<file path="config.mk">
export PLATFORM = sky130hd
export DESIGN_NAME = ppdd_top
export DESIGN_NICKNAME = d
export VERILOG_FILES = /design/src/rtl/ppdd_pkg.sv /design/src/rtl/ppdd_decade.sv /design/src/rtl/ppdd_top.sv
export SDC_FILE = /design/constraint.sdc
export NUM_CORES = 1
export LEC_CHECK = 0
export BUFFER_PORTS_ARGS = -buffer_cell sky130_fd_sc_hd__buf_4
export CAP_MARGIN = 20
export CORE_MARGIN = 4
export CORE_UTILIZATION = 55
export DETAILED_ROUTE_END_ITERATION = 16
export GPL_ROUTABILITY_DRIVEN = 0
export GPL_TIMING_DRIVEN = 0
export PLACE_DENSITY = 0.78
export SKIP_LAST_GASP = 1
export SLEW_MARGIN = 20
export SYNTH_ARGS = -nofsm -noshare
export SYNTH_HDL_FRONTEND = slang
export SYNTH_SLANG_ARGS = --single-unit
</file>
<file path="constraint.sdc">
create_clock -name CLK -period 3.41 [get_ports CLK]
set_clock_uncertainty 0.15 [all_clocks]
set_input_delay 0.1705 -clock CLK [delete_from_list [all_inputs] [get_ports CLK]]
set_output_delay 0.1705 -clock CLK [all_outputs]
set_load 0.01 [all_outputs]
</file>
<file path="src/rtl/ppdd_pkg.sv">
package ppdd_pkg;

   // ---------------------------------------------------------------
   // clock and timing
   // ---------------------------------------------------------------
   localparam int CLK_MHZ       = 100;
   localparam int TMR_W         = 10;
   localparam int RESET_NS      = 1300;
   localparam int PRESET_NS     = 500;
   localparam int GATE_AROUND_NS = 1100;
   localparam int SYNC_INH_NS   = 7300;
   localparam int GATED_NS      = 200;
   localparam int RESET_CYC     = (RESET_NS * CLK_MHZ + 999) / 1000;
   localparam int PRESET_CYC    = (PRESET_NS * CLK_MHZ + 999) / 1000;
   localparam int GA_CYC        = (GATE_AROUND_NS * CLK_MHZ + 999) / 1000;
   localparam int SYNC_CYC      = (SYNC_INH_NS * CLK_MHZ + 999) / 1000;
   localparam int GATED_CYC     = (GATED_NS * CLK_MHZ + 999) / 1000;

   // ---------------------------------------------------------------
   // decades
   // ---------------------------------------------------------------
   localparam int          DIGITS   = 6;
   localparam int          DIG_W    = 4;
   localparam logic [3:0]  NINE     = 4'h9;
   localparam logic [3:0]  CARRY_AT = 4'h8;
   localparam logic [3:0]  ZERO     = 4'h0;

   // ---------------------------------------------------------------
   // register map (word indices, address bits 3:2)
   // ---------------------------------------------------------------
   localparam int          ADDR_W      = 4;
   localparam logic [1:0]  IDX_CTRL    = 2'h0;
   localparam logic [1:0]  IDX_DELAY   = 2'h1;
   localparam logic [1:0]  IDX_STATUS  = 2'h2;
   localparam logic [1:0]  IDX_PRESET  = 2'h3;
   localparam int          CTRL_FAST   = 0;
   localparam int          CTRL_STOP   = 1;
   localparam int          CTRL_SYNC   = 2;
   localparam logic [23:0] DELAY_RST   = 24'h000000;
   localparam int          ST_TICK_N   = 0;
   localparam int          ST_NINES    = 1;
   localparam int          ST_SYNC_INH = 2;
   localparam int          ST_SEQ      = 4;

   // ---------------------------------------------------------------
   // types
   // ---------------------------------------------------------------
   typedef enum logic [1:0] {
      SEQ_IDLE   = 2'b00,
      SEQ_RESET  = 2'b01,
      SEQ_PRESET = 2'b11
   } ppdd_seq_e;

   typedef struct packed {
      logic sync_arm;
      logic stop;
      logic fast;
   } ppdd_ctrl_s;

   localparam ppdd_ctrl_s CTRL_RST = '{sync_arm: 1'b0, stop: 1'b0,
                                       fast: 1'b0};

endpackage

</file>
<file path="src/rtl/ppdd_decade.sv">
`timescale 1ns/1ps
module ppdd_decade
   import ppdd_pkg::*;
(
   // clock and reset
   input  wire logic             CLK,
   input  wire logic             RESETN,
   // control
   input  wire logic             CLR,
   input  wire logic             LOAD,
   input  wire logic [DIG_W-1:0] LOAD_VAL,
   input  wire logic             STEP,
   // state
   output logic      [DIG_W-1:0] VAL,
   output logic      [DIG_W-1:0] STATE_N,
   output logic                  CARRY,
   output logic                  NINE_HIT
);

   logic [DIG_W-1:0] val_ff;
   logic [DIG_W-1:0] nxt_val;
   logic [DIG_W-1:0] inc_val;

   assign inc_val = (val_ff == NINE) ? ZERO : val_ff + 4'h1;
   assign nxt_val = CLR  ? ZERO :
                    LOAD ? LOAD_VAL :
                    STEP ? inc_val : val_ff;

   always_ff @(posedge CLK) begin
      if (!RESETN)
         val_ff <= ZERO;
      else
         val_ff <= nxt_val;
   end

   assign VAL      = val_ff;
   assign STATE_N  = ~val_ff;
   assign CARRY    = (val_ff >= CARRY_AT);
   assign NINE_HIT = (val_ff == NINE);

endmodule

</file>
<file path="src/rtl/ppdd_top.sv">
// Added by the designer: the Avalon-MM register port and the register addresses.
`timescale 1ns/1ps
module ppdd_top
   import ppdd_pkg::*;
(
   // clock and reset
   input  wire logic              CLK,
   input  wire logic              RESETN,
   // link
   input  wire logic              MHZ_IN,
   input  wire logic              SYNC_IN,
   // avalon slave
   input  wire logic [ppdd_pkg::ADDR_W-1:0] AVS_ADDRESS,
   input  wire logic              AVS_READ,
   input  wire logic              AVS_WRITE,
   input  wire logic [31:0]       AVS_WRITEDATA,
   input  wire logic [3:0]        AVS_BYTEENABLE,
   output logic      [31:0]       AVS_READDATA,
   output logic                   AVS_WAITREQUEST,
   // outputs
   output logic                   PPS_OUT,
   output logic                   CLOCK_DRIVE_OUT,
   output logic                   NINES_N,
   output logic                   PRESET_N,
   output logic                   RESET_PULSE,
   output logic                   MASTER_TICK_N
);

   import ppdd_pkg::*;

   // ---------------------------------------------------------------
   // declarations
   // ---------------------------------------------------------------
   ppdd_ctrl_s        ctrl_ff;
   ppdd_ctrl_s        nxt_ctrl;
   logic [23:0]       delay_ff;
   logic [23:0]       nxt_delay;
   logic              ack_ff;
   logic [31:0]       rdata_ff;
   logic [31:0]       rd_mux;
   logic              bus_req;
   logic [1:0]        idx;
   logic              wr_ctrl;
   logic              wr_delay;

   logic              mhz_ff;
   logic              sync_ff;
   logic              mhz_rise;
   logic              sync_rise;
   logic              sync_go;
   logic [TMR_W-1:0]  gate_cnt_ff;
   logic [TMR_W-1:0]  nxt_gate_cnt;
   logic [TMR_W-1:0]  sync_cnt_ff;
   logic [TMR_W-1:0]  nxt_sync_cnt;
   logic              gated_pulse;
   logic              count_pulse;
   logic              sync_inh;

   logic [DIG_W-1:0]  m_val   [DIGITS];
   logic [DIGITS:0]   m_en;
   logic [DIGITS-1:0] m_carry;
   logic [DIGITS-1:0] m_nine;
   logic              tick_n;
   logic              tick_n_ff;
   logic              tick_fall;

   ppdd_seq_e         seq_ff;
   ppdd_seq_e         nxt_seq;
   logic [TMR_W-1:0]  seq_cnt_ff;
   logic [TMR_W-1:0]  nxt_seq_cnt;
   logic              rst_active;
   logic              pre_active;
   logic              inhibit;

   logic [DIG_W-1:0]  p_val   [DIGITS];
   logic [DIG_W-1:0]  p_load  [DIGITS];
   logic [DIGITS-1:0] dig_nine;
   logic [DIGITS:0]   p_en;
   logic [DIGITS-1:0] p_carry;
   logic [DIGITS-1:0] p_nine;
   logic [23:0]       p_flat;
   logic              all9_set;
   logic              p_load_en;
   logic              nines;
   logic              nines_ff;
   logic              nines_end;

   logic [TMR_W-1:0]  ga_cnt_ff;
   logic [TMR_W-1:0]  nxt_ga_cnt;
   logic              ga_active;
   logic              out_norm;
   logic              out_wrap;
   logic              out_any;
   logic              fast_pulse;
   logic              drive;

   // ---------------------------------------------------------------
   // avalon slave
   // ---------------------------------------------------------------
   assign bus_req         = AVS_READ | AVS_WRITE;
   assign AVS_WAITREQUEST = bus_req & ~ack_ff;
   assign idx             = AVS_ADDRESS[3:2];
   assign wr_ctrl  = AVS_WRITE & ack_ff & (idx == IDX_CTRL);
   assign wr_delay = AVS_WRITE & ack_ff & (idx == IDX_DELAY);

   assign nxt_ctrl = (wr_ctrl & AVS_BYTEENABLE[0]) ?
                     ppdd_ctrl_s'{sync_arm: AVS_WRITEDATA[CTRL_SYNC],
                       stop:     AVS_WRITEDATA[CTRL_STOP],
                       fast:     AVS_WRITEDATA[CTRL_FAST]} : ctrl_ff;

   genvar b;
   generate
      for (b = 0; b < 3; b++) begin : g_lane
         assign nxt_delay[8*b +: 8] =
            (wr_delay & AVS_BYTEENABLE[b]) ? AVS_WRITEDATA[8*b +: 8]
                                           : delay_ff[8*b +: 8];
      end
   endgenerate

   always_comb begin
      rd_mux = 32'h00000000;
      case (idx)
         IDX_CTRL: begin
            rd_mux[CTRL_FAST] = ctrl_ff.fast;
            rd_mux[CTRL_STOP] = ctrl_ff.stop;
            rd_mux[CTRL_SYNC] = ctrl_ff.sync_arm;
         end
         IDX_DELAY: begin
            rd_mux[23:0] = delay_ff;
         end
         IDX_STATUS: begin
            rd_mux[ST_TICK_N]       = tick_n;
            rd_mux[ST_NINES]        = nines;
            rd_mux[ST_SYNC_INH]     = sync_inh;
            rd_mux[ST_SEQ +: 2]     = seq_ff;
         end
         IDX_PRESET: begin
            rd_mux[23:0] = p_flat;
         end
         default: begin
            rd_mux = 32'h00000000;
         end
      endcase
   end

   always_ff @(posedge CLK) begin
      if (!RESETN) begin
         ack_ff   <= 1'b0;
         rdata_ff <= 32'h00000000;
         ctrl_ff  <= CTRL_RST;
         delay_ff <= DELAY_RST;
      end else begin
         ack_ff   <= bus_req & ~ack_ff;
         rdata_ff <= (AVS_READ & ~ack_ff) ? rd_mux : rdata_ff;
         ctrl_ff  <= nxt_ctrl;
         delay_ff <= nxt_delay;
      end
   end

   assign AVS_READDATA = rdata_ff;

   // ---------------------------------------------------------------
   // gated 1 MHz pulser and sync inhibit
   // ---------------------------------------------------------------
   assign mhz_rise  = MHZ_IN & ~mhz_ff;
   assign sync_rise = SYNC_IN & ~sync_ff;
   assign sync_go   = sync_rise & ctrl_ff.sync_arm;
   assign sync_inh  = (sync_cnt_ff != '0);

   assign nxt_sync_cnt = sync_go  ? TMR_W'(SYNC_CYC) :
                         sync_inh ? sync_cnt_ff - 1'b1 : '0;
   assign nxt_gate_cnt =
      (mhz_rise & ~sync_inh & ~sync_go & (gate_cnt_ff == '0)) ?
         TMR_W'(GATED_CYC) :
      (gate_cnt_ff != '0) ? gate_cnt_ff - 1'b1 : '0;

   assign gated_pulse = (gate_cnt_ff != '0);
   assign count_pulse = (gate_cnt_ff == TMR_W'(1));

   always_ff @(posedge CLK) begin
      if (!RESETN) begin
         mhz_ff      <= 1'b0;
         sync_ff     <= 1'b0;
         gate_cnt_ff <= '0;
         sync_cnt_ff <= '0;
      end else begin
         mhz_ff      <= MHZ_IN;
         sync_ff     <= SYNC_IN;
         gate_cnt_ff <= nxt_gate_cnt;
         sync_cnt_ff <= nxt_sync_cnt;
      end
   end

   // ---------------------------------------------------------------
   // master counter, six decades
   // ---------------------------------------------------------------
   assign m_en[0] = count_pulse;

   genvar i;
   generate
      for (i = 0; i < DIGITS; i++) begin : g_master
         ppdd_decade u_dec (
            .CLK      (CLK),
            .RESETN   (RESETN),
            .CLR      (sync_go),
            .LOAD     (1'b0),
            .LOAD_VAL (ZERO),
            .STEP     (m_en[i]),
            .VAL      (m_val[i]),
            .STATE_N  (),
            .CARRY    (m_carry[i]),
            .NINE_HIT (m_nine[i])
         );
         assign m_en[i+1] = m_en[i] & m_carry[i] & m_nine[i];
      end
   endgenerate

   // top decade at zero for 100000 counts: 100 ms low tick
   assign tick_n    = (m_val[DIGITS-1] != ZERO);
   assign tick_fall = tick_n_ff & ~tick_n;

   // ---------------------------------------------------------------
   // reset and preset sequencer
   // ---------------------------------------------------------------
   always_comb begin
      nxt_seq     = seq_ff;
      nxt_seq_cnt = seq_cnt_ff;
      case (seq_ff)
         SEQ_IDLE: begin
            if (tick_fall) begin
               nxt_seq     = SEQ_RESET;
               nxt_seq_cnt = TMR_W'(RESET_CYC);
            end
         end
         SEQ_RESET: begin
            if (seq_cnt_ff == TMR_W'(1)) begin
               nxt_seq     = SEQ_PRESET;
               nxt_seq_cnt = TMR_W'(PRESET_CYC);
            end else begin
               nxt_seq_cnt = seq_cnt_ff - 1'b1;
            end
         end
         SEQ_PRESET: begin
            if (seq_cnt_ff == TMR_W'(1)) begin
               nxt_seq     = SEQ_IDLE;
               nxt_seq_cnt = '0;
            end else begin
               nxt_seq_cnt = seq_cnt_ff - 1'b1;
            end
         end
         default: begin
            nxt_seq     = SEQ_IDLE;
            nxt_seq_cnt = '0;
         end
      endcase
   end

   always_ff @(posedge CLK) begin
      if (!RESETN) begin
         seq_ff     <= SEQ_IDLE;
         seq_cnt_ff <= '0;
         tick_n_ff  <= 1'b1;
      end else begin
         seq_ff     <= nxt_seq;
         seq_cnt_ff <= nxt_seq_cnt;
         tick_n_ff  <= tick_n;
      end
   end

   assign rst_active = (seq_ff == SEQ_RESET);
   assign pre_active = (seq_ff == SEQ_PRESET);
   // setting 999999 runs in step with the master, so it is not held
   assign inhibit    = (rst_active | pre_active) & ~all9_set;

   // ---------------------------------------------------------------
   // preset counter, six decades
   // ---------------------------------------------------------------
   assign p_en[0]   = count_pulse & ~inhibit;
   assign p_load_en = pre_active & ~all9_set;
   assign all9_set  = &dig_nine;

   generate
      for (i = 0; i < DIGITS; i++) begin : g_preset
         logic [DIG_W-1:0] dig;
         assign dig         = delay_ff[DIG_W*i +: DIG_W];
         assign dig_nine[i] = (dig == NINE);
         // out-of-range digits load as zero complement
         assign p_load[i]   = (dig > NINE) ? ZERO : NINE - dig;
         assign p_flat[DIG_W*i +: DIG_W] = p_val[i];
         ppdd_decade u_dec (
            .CLK      (CLK),
            .RESETN   (RESETN),
            .CLR      (rst_active),
            .LOAD     (p_load_en),
            .LOAD_VAL (p_load[i]),
            .STEP     (p_en[i]),
            .VAL      (p_val[i]),
            .STATE_N  (),
            .CARRY    (p_carry[i]),
            .NINE_HIT (p_nine[i])
         );
         assign p_en[i+1] = p_en[i] & p_carry[i] & p_nine[i];
      end
   endgenerate

   // ---------------------------------------------------------------
   // nines detector and gate-around
   // ---------------------------------------------------------------
   // held until the next count pulse moves the first decade
   assign nines     = &p_nine;
   assign nines_end = nines_ff & ~nines;

   assign nxt_ga_cnt = (nines_end & all9_set) ? TMR_W'(GA_CYC) :
                       ga_active ? ga_cnt_ff - 1'b1 : '0;
   assign ga_active  = (ga_cnt_ff != '0);

   always_ff @(posedge CLK) begin
      if (!RESETN) begin
         nines_ff  <= 1'b0;
         ga_cnt_ff <= '0;
      end else begin
         nines_ff  <= nines;
         ga_cnt_ff <= nxt_ga_cnt;
      end
   end

   // ---------------------------------------------------------------
   // output gates
   // ---------------------------------------------------------------
   assign out_norm = nines & gated_pulse & ~all9_set;
   assign out_wrap = ga_active & rst_active & gated_pulse;
   assign out_any  = out_norm | out_wrap;

   assign fast_pulse = gated_pulse & p_en[DIGITS-1];
   assign drive = ctrl_ff.stop ? 1'b0 :
                  ctrl_ff.fast ? fast_pulse : out_any;

   always_ff @(posedge CLK) begin
      if (!RESETN) begin
         PPS_OUT         <= 1'b0;
         CLOCK_DRIVE_OUT <= 1'b0;
         NINES_N         <= 1'b1;
         PRESET_N        <= 1'b1;
         RESET_PULSE     <= 1'b0;
         MASTER_TICK_N   <= 1'b1;
      end else begin
         PPS_OUT         <= out_any;
         CLOCK_DRIVE_OUT <= drive;
         NINES_N         <= ~nines;
         PRESET_N        <= ~pre_active;
         RESET_PULSE     <= rst_active;
         MASTER_TICK_N   <= tick_n;
      end
   end

endmodule

</file>
### Yosys cells after proc, flatten, opt, wreduce, memory -nomap -nowiden

Index checks and enable logic that the tools add are counted.

* add/subtract/negate cells: 22
* $lt $le $gt $ge: 16
* eq/ne operators: 28
* muxes and demuxes: 49
* bitwise gates (word level): 62
* reductions and logical operators: 22

Operators with widths (count)
* $mux 4: 30
* $eq 4x4->1 const B: 18
* $mux 10: 5
* $add 4x1->4 const B: 12
* $and 1x1->1: 46
* $ge 4x4->1 const B: 10
* $sub 10x1->10 const B: 4
* $pmux 18 s2: 1
* $pmux 10 s3: 1
* $reduce_bool 10->1: 3
* $gt 4x4->1 const B: 6
* $sub 4x4->4 const A: 6
* $eq 10x1->1 const B: 2
* $mux 7: 2
* $not 1->1: 13
* $pmux 2 s3: 2
* $pmux 3 s4: 1
* $reduce_and 6->1: 2
* $reduce_bool 2->1: 6
* $logic_not 10->1: 1
* $mux 5: 2
* $reduce_or 3->1: 3
* $eq 2x2->1 const B: 3
* $mux 2: 3
* other kinds (10): 17

* register bits: 151
* input port bits: 46

### Logic depth before layout (Yosys ltp)

* depth after elaboration: 18
* depth in mapped cells: 10

### Cells and area by module

A second synthesis with hierarchy kept.

* cells, all modules: 942
* area, all modules: 7956.4 um^2

Modules (own cells, without submodules)
* ppdd_top: times used 1, cells each 570, area an instance 4893.4 um^2, seq. area each 2062.0 um^2
* ppdd_decade: times used 12, cells each 31, area an instance 255.2 um^2, seq. area each 80.1 um^2

### Worst setup path before layout

OpenSTA, ideal clock, no wires.

* kind: register to register
* start point: register delay_ff[23]
* end point: register CLOCK_DRIVE_OUT
* data arrival time: 2.225 ns
* slack: 0.931 ns
* stages on the path, launching flop included: 6
* clock period less this slack: 2.479 ns
* cell sequence: dfxtp_1 -> or3b_1 -> or4_4 -> o21a_4 -> or3_4 -> a2111oi_2

* cells in the longest elaborated chain, start to end: 18
* elaborated cells on any way between the ends: 20

Ends and longest elaborated chain
* start: declaration: line ppdd_top.sv:36 `logic [23:0] delay_ff;`
* start signal: assignment: line ppdd_top.sv:156 `delay_ff <= nxt_delay;`
* $eq 4x4->1 (*): line ppdd_top.sv:286 `assign dig_nine[i] = (dig == NINE);`
* $reduce_and 6->1 (*): line ppdd_top.sv:280 `assign all9_set = &dig_nine;`
* $not 1->1 (*): line ppdd_top.sv:273, ppdd_top.sv:330
* $and 1x1->1: line ppdd_top.sv:273 `assign inhibit = (rst_active | pre_active) & ~all9_set;`
* $not 1->1: line ppdd_top.sv:278 `assign p_en[0] = count_pulse & ~inhibit;`
* $and 1x1->1: line ppdd_top.sv:278
* $and 1x1->1 (10 in series): line ppdd_top.sv:302 `assign p_en[i+1] = p_en[i] & p_carry[i] & p_nine[i];`
* $and 1x1->1: line ppdd_top.sv:334 `assign fast_pulse = gated_pulse & p_en[DIGITS-1];`
* $mux 1 (*): line ppdd_top.sv:336 `ctrl_ff.fast ? fast_pulse : out_any;`
* end signal: assignment: line ppdd_top.sv:348 `CLOCK_DRIVE_OUT <= drive;`
* end: declaration: line ppdd_top.sv:22 `output logic CLOCK_DRIVE_OUT,`

Every way passes the cells marked *; elsewhere a longest branch is shown, timed or not.
A chain may end at the register's enable or synchronous reset.

### Worst setup path in the final report

* start point: register gate_cnt_ff[4]
* end point: register g_master[5].u_dec.val_ff[2]

* cells in the longest elaborated chain, start to end: 11

Ends and longest elaborated chain
* start: declaration: line ppdd_top.sv:51 `logic [TMR_W-1:0] gate_cnt_ff;`
* start signal: assignment: line ppdd_top.sv:189 `gate_cnt_ff <= nxt_gate_cnt;`
* $eq 10x1->1: line ppdd_top.sv:178 `assign count_pulse = (gate_cnt_ff == TMR_W'(1));`
* $and 1x1->1 (10 in series): line ppdd_top.sv:214 `assign m_en[i+1] = m_en[i] & m_carry[i] & m_nine[i];`
* end signal: assignment: line ppdd_decade.sv:33 `val_ff <= nxt_val;`
* end: declaration: line ppdd_decade.sv:20 `logic [DIG_W-1:0] val_ff;`

No other way between the ends.

==> summary.md <==
| Metric | Value |
|---|---|
| Outcome | `completed` |
| Final Cycle Share | `92.25%` |
| RSZ-0062 raised after global routing | `false` |
| Main flop type after synthesis | `dfxtp_1` |
| Max Clk Rate | `0.3179 GHz` |
| Post-Syn Area | `between 0.007 and 0.008 mm²` |
| Mean Syn Cell Area | `8.388 µm²` |
| CP bufs+invs | `1` |
| Crit-path max FO | `10` |
| Setup TNS | `0 ps` |
| Final ANT Viol Nets | `0` |
| Largest net degree at the start of global routing | `17` |
| CP cell instances | `nor4_2, nand4_1, buf_2, nor3_1, nand4_1, xor2_1, nor2_1` |
| Hold_ws | `93.97 ps` |
| Layout cells sized above 1 | `13.77%` |
| Post-DP HPWL | `about 14000 µm` |
| Ys Warns | `0` |
| Final Setup Violations | `0` |
| Synth unique cells | `80` |
| Die Y | `124.4 µm` |
| H-tree levels | `4` |
| Drt wl/cell | `16.18 µm` |
| Filler Cell Count | `~1100` |
| GRT Resource Usage Total | `24.51%` |
| CP top delay family | `simple AND/OR/NAND/NOR gates` |
| Worst setup SP type | `flop` |
| Pwr/cell area | `approximately 570 mW/mm²` |
| Fin nets | `1063` |
| Number of global-route vias before repair | `6261` |
| Num CTS Buffers | `17` |
| Area Growth Syn to Fin | `21.53%` |
| Synthesized flop and latch total | `151` |
| WP depth | `7` |
| Clk_lat worst skew | `430 ps` |
| CTS resizes | `0` |
| Post-Synthesis Cells | `889` |
| Max Cap Viol | `0` |
| Worst min-delay path class | `input pin to flop` |
| Crit path max-delay cell type | `nor4_2` |
| Post-layout min period | `3146 ps` |
| CTS tree | `done` |
| Hold Crit Depth | `3` |
| Crit-path most repeated cell | `nand4_1` |
| Crit. End Element | `flop` |
| DR vias | `between 6000 and 7000` |
| Post-synth ARST share | `0%` |
| Sequential fraction of the synthesis area | `40.54%` |
| P_leak | `3.506 nW` |
| Std-Cell Rows | `42` |
| Die ar. | `0.01549 mm²` |
| Arrival @ worst endpoint | `3300 ps` |
| Clock transition at path regs | `60 ps` |
| Longest Clk Path Bufs | `2` |
| Root Driver | `clkbuf_16` |
| Fin. Hold Viols | `0` |
| Port bufs | `62` |
| Diode count | `0` |
| Total Power | `5.157 mW` |
| DR DRC count | `0` |
| Die Wd | `124.4 µm` |
| Worst VDD drop | `between 0.3 and 0.4 mV` |
| DRT iter0 DRCs | `around 540` |
| Worst slew pin tran | `~840 ps` |
| Vias/cell | `5.657` |
| Core area | `0.01324 mm²` |
| Critical path class | `flop to flop` |
| Initial antenna violation count | `0` |
| First-pass GRT wire length | `just over 30000 µm` |
| Total Wirelength | `just under 20000 µm` |
| Sink Count | `around 150` |
| I/O pin total | `85` |
| Critical Path RT | `3560 ps` |
| Post-synth EDFFs | `0` |
| TritonRoute pass-1 iters | `5` |
| Slew Viols, Final | `0` |
| Initial Utilization | `56.31%` |
| Core Util, Final | `68.43%` |
| GR Overflow Total | `0` |
| Crit path largest cell delay | `610 ps` |
| Reg2Reg Depth | `7` |
| Relative slew slack | `between 40% and 50%` |
==> per-stage QoR <==
step | std cells | setup slack [ps] | cell area, µm²
after floorplan | 896 | 931.1 | 7483
after global placement | 1134 | 420.8 | 8169
after detailed placement | 1134 | 422.7 | 8169
after CTS | 1193 | 281.9 | 9062
after global routing | 1193 | 105.6 | 9062
final | 1193 | 264.4 | 9062
==> synthesized netlist by cell type (all sizes together), types with 3 or more instances <==
cell / count / share of area, %
nand2b: 4 / 0.34
nor2b: 19 / 1.6
or3: 9 / 0.82
nor4: 12 / 1.5
ha: 12 / 2.0
or4: 4 / 0.47
o31a: 3 / 0.35
a21oi: 40 / 2.7
buf: 21 / 1.7
a22oi: 20 / 2.0
nand4: 13 / 1.1
dfxtp: 151 / 41
a31oi: 11 / 0.92
nand2: 76 / 3.8
o311ai: 3 / 0.35
mux2: 10 / 1.5
nand4b: 3 / 0.35
nor3b: 9 / 0.91
xor2: 18 / 2.1
nor3: 34 / 2.5
nand3: 25 / 1.7
inv: 41 / 2.1
o21a: 7 / 0.81
and2: 4 / 0.34
mux2i: 34 / 4.6
o31ai: 3 / 0.30
nor4b: 5 / 0.79
nand3b: 3 / 0.30
and3: 3 / 0.25
a311oi: 3 / 0.35
clkbuf: 28 / 1.4
and4bb: 3 / 0.50
o211ai: 3 / 0.30
nor2: 131 / 6.7
o21ai: 58 / 3.9
xnor2: 26 / 3.1
a211oi: 7 / 0.77
==> worst min-delay path, stage by stage <==
cell	delay, ps
clkbuf_1	240
o21ai_0	150
a311oi_1	50
==> path summary, 6_finish.rpt <==
| check | start | end | slack, ps |
|---|---|---|---|
| min reg2reg | sync_cnt_ff[0]$_SDFF_PP0_ | sync_cnt_ff[0]$_SDFF_PP0_ | 300 |
| max reg2reg | gate_cnt_ff[4]$_SDFF_PN0_ | g_master[5].u_dec.VAL[2]$_SDFFE_PP0P_ | 260 |
| max | gate_cnt_ff[4]$_SDFF_PN0_ | g_master[5].u_dec.VAL[2]$_SDFFE_PP0P_ | 260 |
| min | RESETN | seq_cnt_ff[1]$_SDFFE_PN0P_ | 90 |
==> kinds of logic (layout without fill, tap and decap cells) <==
kind of cell	count (synthesis)	after routing	synth area share (%)
and+or+nand+nor	367	367	25.20
AOI/OAI and AO/OA	177	177	15.08
DFF	151	151	40.54
buffers and inverters	91	212	5.268
muxes	46	46	6.678
xor gates and xnor gates	44	44	5.168
adders and majority gates	12	12	2.013
other	1	8	0.05029
==> flip-flops by register name (all words and copies together), names as in the netlist <==
register,count
NINES_N,1
ga_cnt_ff,10
mhz_ff,1
seq_ff,2
AVS_READDATA,24
PRESET_N,1
sync_cnt_ff,10
CLOCK_DRIVE_OUT,1
RESET_PULSE,1
sync_ff,1
g_preset.u_dec.VAL,24
ack_ff,1
g_master.u_dec.VAL,24
nines_ff,1
PPS_OUT,1
gate_cnt_ff,10
seq_cnt_ff,10
ctrl_ff,3
MASTER_TICK_N,1
delay_ff,24
==> area by class of cell <==
class                           count  area (µm²)  area share [%]
Tap cell                          176       220.2           2.430
Timing Repair Buffer               90       745.7           8.229
Buffer                             49       235.2           2.596
Clock buffer                       22       464.2           5.122
Inverter                           42       157.7           1.740
Multi-Input combinational cell    654        4068           44.88
Sequential cell                   151        3023           33.36
Clock inverter                      9       148.9           1.643
==> per-layer routing <==
layer / global-route usage [%] / up-vias / routed length (µm)
met1: 32.84 / 3121 / 8610
met3: 6.346 / 34 / 1481
li1: - / 3352 / -
met2: 38.36 / 242 / 8764
met5: 0 / - / 0
met4: 8.640 / 0 / 449
==> repair_timing <==
item	4_1_cts	5_1_grt
hold buffers	28	0
endpoints found under the hold margin	30	0
setup buffers	0	0
==> placed cells by master, fill, tap and decap left out, types with 18 or more instances in the layout <==
| cell | instances |
|---|---|
| buf_4 | 71 |
| clkbuf_1 | 31 |
| inv_1 | 41 |
| a21oi_1 | 40 |
| nor2_1 | 129 |
| a22oi_1 | 20 |
| nand2_1 | 76 |
| xnor2_1 | 26 |
| mux2i_1 | 34 |
| nor2b_1 | 19 |
| dlygate4sd3_1 | 28 |
| xor2_1 | 18 |
| nand3_1 | 25 |
| nor3_1 | 32 |
| dfxtp_1 | 151 |
| o21ai_0 | 54 |
==> power breakdown <==
group          switching, mW  total, mW  internal [mW]
combinational          0.631       1.12          0.486
clock                  0.715       1.97           1.25
sequential             0.141       2.07           1.93
Power figures use the tool's default switching activity.
